**src/hdl/aeq_pkg.sv**
```systemverilog
// Package with register map, field layout, reset values and states of the adaptive equalizer control
// Overview of operation
// - Upper filter limit held in bits 7:4
// - Lower filter limit held in bits 3:0
// - Limits clamp filter during adaption and control
// - Error select bits choose counted error classes
// - Errors accumulate over half relock period
// - Count above threshold raises equalizer setting
// - One-step waits full period, checks lock
// - Two-step: half wait, half count, skip
// - Order bit picks largest delay or centre
// - Nesting bit picks inner and outer loop
// - Enable bit adds filter adaption to search
// - Eight-bit threshold sets re-adaption error count
package aeq_pkg;
	// Register offsets
	localparam logic [7:0] OFS_FILTER_LIMITS = 8'h41;
	localparam logic [7:0] OFS_EQ_CONTROL    = 8'h42;
	localparam logic [7:0] OFS_ERR_THRESHOLD = 8'h43;
	// Reset values
	localparam logic [7:0] RST_FILTER_LIMITS = 8'hA9;
	localparam logic [7:0] RST_EQ_CONTROL    = 8'h71;
	localparam logic [7:0] RST_ERR_THRESHOLD = 8'h01;
	// Writable bits of the control register, bit 7 reserved
	localparam logic [7:0] CTL_WR_MASK       = 8'h7F;
	// Field positions
	localparam int UPPER_HI  = 7;
	localparam int UPPER_LO  = 4;
	localparam int LOWER_HI  = 3;
	localparam int LOWER_LO  = 0;
	localparam int ERRSEL_HI = 6;
	localparam int ERRSEL_LO = 4;
	localparam int ORDER_BIT = 3;
	localparam int TWOSTEP_BIT = 2;
	localparam int NEST_BIT  = 1;
	localparam int FADAPT_BIT = 0;
	// Error select bit positions inside the three-bit field
	localparam int ESEL_CLK  = 2;
	localparam int ESEL_SEQ  = 1;
	localparam int ESEL_PAR  = 0;
	// Filter centre point and largest allowed value
	localparam logic [3:0] FILTER_MID = 4'h7;
	localparam logic [3:0] FILTER_TOP = 4'hE;
	// Adaption state machine
	typedef enum logic [2:0] {
		ST_IDLE    = 3'b000,
		ST_SETTLE  = 3'b001,
		ST_MEASURE = 3'b010,
		ST_STEP    = 3'b011,
		ST_LOCKED  = 3'b100
	} aeq_state_t;
endpackage : aeq_pkg

```
**src/hdl/aeq_control.sv**
```systemverilog
// Adaptive equalizer control: registers, search state machine and error accumulation
`timescale 1ns/1ps
module aeq_control #(
	parameter int EQ_W     = 4,   // Width of the equalizer setting
	parameter int EQ_MAX   = 15,  // Largest equalizer setting
	parameter int RELOCK_W = 16   // Width of the relock period input
) (
	// Clock and reset
	input  wire logic                clk,
	input  wire logic                arst_n,
	// Register port
	input  wire logic                reg_wr,
	input  wire logic [7:0]          reg_addr,
	input  wire logic [7:0]          reg_wdata,
	output logic      [7:0]          reg_rdata,
	// Configuration and control
	input  wire logic [RELOCK_W-1:0] relock_period,
	input  wire logic                adapt_start,
	// Receive path status
	input  wire logic                lock_pin,
	input  wire logic                clk_bit_err,
	input  wire logic                seq_err,
	input  wire logic                parity_err,
	// Settings towards the analog path
	output logic      [EQ_W-1:0]     eq_setting,
	output logic      [3:0]          sampling_filter,
	output logic                     adapt_busy,
	output logic                     adapt_locked
);
	// Register storage
	logic [7:0]            limits_r;     // Filter limits
	logic [7:0]            ctrl_r;       // Control fields
	logic [7:0]            thresh_r;     // Error threshold
	// Search state
	aeq_pkg::aeq_state_t   state_r;      // Adaption state
	aeq_pkg::aeq_state_t   state_nxt;    // Next adaption state
	logic [RELOCK_W-1:0]   timer_r;      // Half-period timer
	logic [8:0]            err_cnt_r;    // Accumulated errors
	logic [EQ_W-1:0]       eq_r;         // Equalizer setting under trial
	logic [3:0]            sf_r;         // Filter setting under trial
	logic [3:0]            sf_steps_r;   // Filter steps taken in one sweep
	logic [3:0]            sf_out_r;     // Clamped filter output
	logic                  lock_meta_r;  // Lock synchroniser first stage
	logic                  lock_s_r;     // Lock synchroniser second stage
	// Derived terms
	logic [3:0]            upper;        // Upper filter limit
	logic [3:0]            lower;        // Lower filter limit
	logic [2:0]            err_sel;      // Enabled error classes
	logic                  err_hit;      // Any enabled error this cycle
	logic [RELOCK_W-1:0]   half_m1;      // Half period minus one
	logic                  tmr_end;      // Timer at end of half period
	logic                  over_thr;     // Count above threshold
	logic [9:0]            err_total;    // Window count including this cycle's error
	logic [3:0]            sf_start;     // First filter setting
	logic [3:0]            sf_adv;       // Filter setting after one step
	logic                  sf_wrap;      // Filter sweep finished
	logic                  eq_wrap;      // Equalizer at top

	// Field extraction
	// upper limit field
	assign upper   = limits_r[aeq_pkg::UPPER_HI:aeq_pkg::UPPER_LO];
	assign lower   = limits_r[aeq_pkg::LOWER_HI:aeq_pkg::LOWER_LO];
	assign err_sel = ctrl_r[aeq_pkg::ERRSEL_HI:aeq_pkg::ERRSEL_LO];
	assign err_hit = (err_sel[aeq_pkg::ESEL_CLK] & clk_bit_err) | (err_sel[aeq_pkg::ESEL_SEQ] & seq_err)
		| (err_sel[aeq_pkg::ESEL_PAR] & parity_err);
	// half of the configured relock period, never below one cycle
	assign half_m1 = (relock_period[RELOCK_W-1:1] == '0) ? '0 : {1'b0, relock_period[RELOCK_W-1:1]} - RELOCK_W'(1);
	assign tmr_end = (timer_r >= half_m1);
	// threshold compare, the window's last cycle counted too, since the clear drops it
	assign err_total = {1'b0, err_cnt_r} + {9'h000, err_hit};
	assign over_thr  = (err_total > {2'b00, thresh_r});
	// start at largest delay or at the centre point, within limits
	assign sf_start = ctrl_r[aeq_pkg::ORDER_BIT] ?
		((aeq_pkg::FILTER_MID > upper) ? upper : ((aeq_pkg::FILTER_MID < lower) ? lower : aeq_pkg::FILTER_MID)) :
		upper;
	// Walk downward and wrap to the upper limit
	assign sf_adv  = (sf_r <= lower) ? upper : sf_r - 4'h1;
	assign sf_wrap = (sf_steps_r >= (upper - lower));
	assign eq_wrap = (eq_r == EQ_W'(EQ_MAX));

	// Register writes, reserved bits kept at zero
	always_ff @(posedge clk or negedge arst_n)
	begin
		if (!arst_n)
		begin
			limits_r <= aeq_pkg::RST_FILTER_LIMITS;
			ctrl_r   <= aeq_pkg::RST_EQ_CONTROL;
			thresh_r <= aeq_pkg::RST_ERR_THRESHOLD;
		end
		else if (reg_wr)
		begin
			// Address decode
			case (reg_addr)
				aeq_pkg::OFS_FILTER_LIMITS: limits_r <= reg_wdata;
				aeq_pkg::OFS_EQ_CONTROL:    ctrl_r   <= reg_wdata & aeq_pkg::CTL_WR_MASK;
				aeq_pkg::OFS_ERR_THRESHOLD: thresh_r <= reg_wdata;
				default:                    ;
			endcase
		end
	end

	// Register read mux, unmapped offsets read zero
	always_comb
	begin
		case (reg_addr)
			aeq_pkg::OFS_FILTER_LIMITS: reg_rdata = limits_r;
			aeq_pkg::OFS_EQ_CONTROL:    reg_rdata = ctrl_r;
			aeq_pkg::OFS_ERR_THRESHOLD: reg_rdata = thresh_r;
			default:                    reg_rdata = 8'h00;
		endcase
	end

	// Lock indication synchroniser
	always_ff @(posedge clk or negedge arst_n)
	begin
		if (!arst_n)
		begin
			lock_meta_r <= 1'b0;
			lock_s_r    <= 1'b0;
		end
		else
		begin
			lock_meta_r <= lock_pin;
			lock_s_r    <= lock_meta_r;
		end
	end

	// Next state of the search
	always_comb
	begin
		state_nxt = state_r;
		case (state_r)
			// Wait for a start request
			aeq_pkg::ST_IDLE:
				if (adapt_start)
					state_nxt = aeq_pkg::ST_SETTLE;
			// First half of the relock period
			aeq_pkg::ST_SETTLE:
				if (tmr_end)
					state_nxt = aeq_pkg::ST_MEASURE;
			// Second half with error counting
			aeq_pkg::ST_MEASURE:
				// any enabled error in two-step mode moves on at once
				if (ctrl_r[aeq_pkg::TWOSTEP_BIT] && err_hit)
					state_nxt = aeq_pkg::ST_STEP;
				else if (tmr_end)
				begin
					// one-step judges on the instantaneous lock
					if (over_thr || (!ctrl_r[aeq_pkg::TWOSTEP_BIT] && !lock_s_r))
						state_nxt = aeq_pkg::ST_STEP;
					else
						state_nxt = aeq_pkg::ST_LOCKED;
				end
			// One cycle to pick the next setting
			aeq_pkg::ST_STEP:
				state_nxt = aeq_pkg::ST_SETTLE;
			// Monitor and re-adapt on too many errors
			aeq_pkg::ST_LOCKED:
				if (adapt_start)
					state_nxt = aeq_pkg::ST_SETTLE;
				// raise the setting when over threshold
				else if (tmr_end && over_thr)
					state_nxt = aeq_pkg::ST_STEP;
			default:
				state_nxt = aeq_pkg::ST_IDLE;
		endcase
	end

	// State register
	always_ff @(posedge clk or negedge arst_n)
	begin
		if (!arst_n)
			state_r <= aeq_pkg::ST_IDLE;
		else
			state_r <= state_nxt;
	end

	// Half-period timer, restarted on every state change
	always_ff @(posedge clk or negedge arst_n)
	begin
		if (!arst_n)
			timer_r <= '0;
		else if ((state_nxt != state_r) || tmr_end)
			timer_r <= '0;
		else
			timer_r <= timer_r + 1'b1;
	end

	// error accumulation over each measuring or locked half period, saturating
	always_ff @(posedge clk or negedge arst_n)
	begin
		if (!arst_n)
			err_cnt_r <= '0;
		else if ((state_nxt != state_r) || (tmr_end && (state_r == aeq_pkg::ST_LOCKED)))
			err_cnt_r <= '0;
		else if ((state_r == aeq_pkg::ST_MEASURE || state_r == aeq_pkg::ST_LOCKED) && err_hit && !(&err_cnt_r))
			err_cnt_r <= err_cnt_r + 9'h001;
	end

	// Trial settings: start point and loop stepping
	always_ff @(posedge clk or negedge arst_n)
	begin
		if (!arst_n)
		begin
			eq_r       <= '0;
			sf_r       <= aeq_pkg::FILTER_MID;
			sf_steps_r <= '0;
		end
		else if (adapt_start && (state_r == aeq_pkg::ST_IDLE || state_r == aeq_pkg::ST_LOCKED))
		begin
			eq_r       <= '0;
			sf_r       <= sf_start;
			sf_steps_r <= '0;
		end
		else if (state_r == aeq_pkg::ST_STEP)
		begin
			// equalizer only when filter adaption is off
			if (!ctrl_r[aeq_pkg::FADAPT_BIT])
				eq_r <= eq_wrap ? '0 : eq_r + 1'b1;
			else if (!ctrl_r[aeq_pkg::NEST_BIT])
			begin
				eq_r <= eq_wrap ? '0 : eq_r + 1'b1;
				if (eq_wrap)
				begin
					sf_r       <= sf_adv;
					sf_steps_r <= sf_wrap ? 4'h0 : sf_steps_r + 4'h1;
				end
			end
			else
			begin
				sf_r       <= sf_adv;
				sf_steps_r <= sf_wrap ? 4'h0 : sf_steps_r + 4'h1;
				if (sf_wrap)
					eq_r <= eq_wrap ? '0 : eq_r + 1'b1;
			end
		end
	end

	// filter output clamped to the programmed limits
	always_ff @(posedge clk or negedge arst_n)
	begin
		if (!arst_n)
			sf_out_r <= aeq_pkg::FILTER_MID;
		else if (sf_r > upper)
			sf_out_r <= upper;
		else if (sf_r < lower)
			sf_out_r <= lower;
		else
			sf_out_r <= sf_r;
	end

	// Outputs
	assign eq_setting      = eq_r;
	assign sampling_filter = sf_out_r;
	assign adapt_busy      = (state_r == aeq_pkg::ST_SETTLE) || (state_r == aeq_pkg::ST_MEASURE)
		|| (state_r == aeq_pkg::ST_STEP);
	assign adapt_locked    = (state_r == aeq_pkg::ST_LOCKED);
endmodule : aeq_control

```
**config.mk**
```make
export PLATFORM = sky130hd
export DESIGN_NAME = aeq_control
export DESIGN_NICKNAME = d
export VERILOG_FILES = /design/src/hdl/aeq_pkg.sv /design/src/hdl/aeq_control.sv
export SDC_FILE = /design/constraint.sdc
export NUM_CORES = 1
export LEC_CHECK = 0
export ABC_AREA = 1
export ABC_CLOCK_PERIOD_IN_PS = 3700
export BUFFER_PORTS_ARGS = -buffer_cell sky130_fd_sc_hd__buf_2
export CAP_MARGIN = 20
export CORE_MARGIN = 2
export CORE_UTILIZATION = 60
export DETAILED_ROUTE_END_ITERATION = 6
export PLACE_DENSITY = 0.81
export SLEW_MARGIN = 30
export SYNTH_ARGS = -nofsm -noshare
export SYNTH_HDL_FRONTEND = slang
export SYNTH_SLANG_ARGS = --single-unit
```
**constraint.sdc**
```tcl
create_clock -name clk -period 3.7 [get_ports clk]
set_input_delay 0.185 -clock clk [delete_from_list [all_inputs] [get_ports clk]]
set_output_delay 0.185 -clock clk [all_outputs]
set_load 0.01 [all_outputs]
```
==> results by group <==
Setup path
  • Req. time, crit path: 3.94 ns
  • Worst Path Max Fanout: 11
  • Setup Crit Path Kind: flop to flop
  • Crit path launch type: flop
  • Critical path arrival: 3.63 ns
  • CP endpoint kind: flop

Floorplanning
  • Core area: 8299 um2
  • # IOs: 58
  • Die height: 97.02 um
  • Die width: 97.02 um
  • Die area: 9412 um2
  • Starting density of the core: 0.6255
  • # rows: 33

Routing
  • Initial DRC count: 225
  • Antenna Violating Nets Remaining: 0
  • Wire length per cell: 13.34 um
  • DR vias/cell: 5.330
  • Final WL: 11.39 mm
  • Pre-antenna DRT Iters: 5
  • Total via count in the routed design: 4552
  • DRC violations left: 0

Hold path
  • Hold Crit Class: primary input to flop

Synth
  • Gate Count Post-Synth: 674
  • Yosys reg bits: 69
  • Seq/Total Area, Yosys: 0.3362
  • Synthesized cell area: 5191 um2
  • Distinct cells, synth: 45
  • Syn_nets: 764
  • Synthesized area per cell: 7.702 um2
  • Yosys warning count: 0
  • Post-synth ARST share: 1.000
  • Top_reg_cell synth: dfrtp_1
  • Post-synth EDFFs: 0

Placed design
  • Number of port buffers: 56
  • HPWL after DPL: 8.680 mm
  • Dpl ws: -0.1792 ns
  • GP Congestion: 0.9131

Clock network
  • CTS H-tree lvls: 3
  • Clock transition at path regs: 0.08 ns
  • Worst-Skew Late Latency: 0.35 ns
  • Clock Sinks: 69
  • Max Root-Sink Buffers: 2
  • Root Buffer Master: clkbuf_8
  • CTS Buf Count: 9
  • CTS tree: yes

STA
  • Final min period: 3.396 ns
  • Max-slew violation count: 0
  • Worst Slack Setup Final: 0.3040 ns
  • Worst slew pin tran: 0.8451 ns
  • Fmax: 0.2945 GHz
  • Fin crit share: 0.9178
  • Final Setup Violations: 0
  • Final hold vios: 0
  • Clock Skew: 0.01028 ns
  • Max_slew headroom: 0.4345

Run status
  • Run status: finished, final reports clean

Pwr
  • Cell Int Power: 1604 uW
  • Worst VDD drop: 0.0003737 V
  • Combinational group share of total power: 0.324
  • Leak pwr: 0.002915 uW
  • Switching pwr: 889.3 uW
  • Pwr/cell area: 422.6 nW/um2
  • Seq pwr share: 0.401
  • Total power: 2493 uW
  • Switching portion of total power: 0.3567
  • Share of total power in the clock network: 0.275

Job
  • Max-cap violations: 0

Finish
  • Layout area overhead: 13.62%
  • Nets: 834
  • Inserted Diodes: 0
  • Share of layout cells above drive strength 1: 0.1856
  • # fillers: 659

Global routing
  • Largest net degree at the start of global routing: 38
  • Vias in the first global route: 4566
  • Initial antenna violation count: 0
  • GR Overflow Total: 0
  • First-pass GRT wire length: 20.09 mm
  • Total track usage: 0.2539
## power by group through the flow
stage	clock network [uW]	registers, uW	logic (uW)
2_1_floorplan	0	1000	584
3_3_place_gp	0	1010	743
3_5_place_dp	0	1010	787
4_1_cts	695	999	792
5_1_grt	726	1020	955
6_report	685	1000	808
## timing repair
| item | 4_1_cts | 5_1_grt |
|---|---|---|
| endpoints found under the hold margin | 27 | 0 |
| endpoints found under the setup margin | 0 | 25 |
| setup buffers | 0 | 3 |
| hold buffers | 2 | 0 |
| resized for setup | 0 | 4 |
## sequential cells by signal (all words and copies together) (netlist names), 4 cells and up
name / flops
timer_r: 16
err_cnt_r: 9
limits_r: 8
thresh_r: 8
ctrl_r: 7
eq_setting: 4
sampling_filter: 4
sf_r: 4
sf_steps_r: 4
## path summary, 6_finish.rpt
check                              from  depth (start not counted)  slack (ns)       endpoint
max                           ctrl_r[4]                         25        0.30     timer_r[4]
min                        reg_wdata[3]                          3        0.06      ctrl_r[3]
max reg2reg                   ctrl_r[4]                         25        0.30     timer_r[4]
min reg2reg                 lock_meta_r                          0        0.36       lock_s_r
max in group asynchronous        arst_n                          3        2.30    limits_r[0]
min in group asynchronous        arst_n                          2        0.43  sf_steps_r[3]
## synth_stat cells (9+ instances only)
cell type  number  area share
nor2_4         11       0.024
or2_2           9       0.011
ha_1           49        0.12
nand2_1       140        0.10
xor2_1         22       0.037
dfrtp_1        54        0.26
o21ai_0        42       0.040
inv_1         112       0.081
nor3_1         10      0.0096
a21oi_1        21       0.020
dfstp_2        15       0.076
nand3_1        31       0.030
o211ai_1       10       0.014
nor2_1         64       0.046
## logic make-up (layout without fill, tap and decap cells)
kind of cell / count (synthesis) / after routing / synth area share
xor gates and xnor gates: 30 / 30 / 0.05061
muxes: 1 / 1 / 0.001928
DFF: 69 / 69 / 0.3362
AOI/OAI and AO/OA: 100 / 100 / 0.1157
adders and majority gates: 50 / 50 / 0.1220
buffers and inverters: 123 / 198 / 0.09231
and+or+nand+nor: 301 / 301 / 0.2813
## cell type report
cell class | instances | area [um2] | share of cell area
Multi-Input combinational cell | 482 | 2990 | 0.5070
Timing Repair Buffer | 66 | 372.9 | 0.06322
Tap cell | 105 | 131.4 | 0.02227
Sequential cell | 69 | 1745 | 0.2959
Clock inverter | 7 | 98.84 | 0.01676
Inverter | 116 | 435.4 | 0.07382
Clock buffer | 9 | 123.9 | 0.02100
## through the flow
step,hold WS [ns],instances,utilization,instance area (um2),setup TNS (ns)
after floorplan,-0.1106,674,-,5191,0
after global placement,0.2814,833,0.6744,5597,0
after detailed placement,0.2916,833,0.6744,5597,-2.333
after CTS,0.05364,851,0.7036,5839,0
after global routing,0.05925,854,0.7107,5898,-0.005375
final,0.06130,854,0.7107,5898,0
## critical path: stages (launching register included)
cell     delay [ns]
dfstp_2        0.55
nand2_1        0.06
nand3_1        0.17
ha_2           0.25
ha_1           0.19
inv_1          0.07
nor2_4         0.15
xor2_1         0.19
ha_1           0.25
nand2_1        0.08
nor2_1         0.06
nand2_1        0.06
nand3_1        0.06
nand2_1        0.06
nand2_1        0.05
nand2_1        0.07
nand2_1        0.08
nand2_1        0.09
nand2_1        0.06
nand2_1        0.08
nand3_2        0.10
nand2_1        0.12
nand2_2        0.11
nand4_4        0.11
buf_12         0.18
nor2_1         0.06
## layout by cell type (no fill, tap or decap), types with 5 or more instances in the layout
master	n
nor2_4	12
dfrtp_1	54
dfstp_2	15
a31oi_1	7
nand3b_1	5
xnor2_1	8
nand2_1	140
nand3_1	31
o31ai_1	5
buf_4	7
or2_2	9
nor2_1	64
inv_1	112
o211ai_1	10
o21ai_0	42
o221ai_1	7
clkbuf_8	9
nand4_1	8
xor2_1	21
ha_1	48
buf_2	56
nor3_1	10
a21oi_1	21
## per-layer routing
metal	wire, um	track usage	vias to the layer above	part of all wire
li1	-	-	2334	-
met1	5112	0.3357	2073	0.45
met2	5545	0.4348	128	0.49
met3	550	0.03179	17	0.048
met4	184	0.08017	0	0.016
met5	0	0	-	0
(Power assumes the default switching activity.)
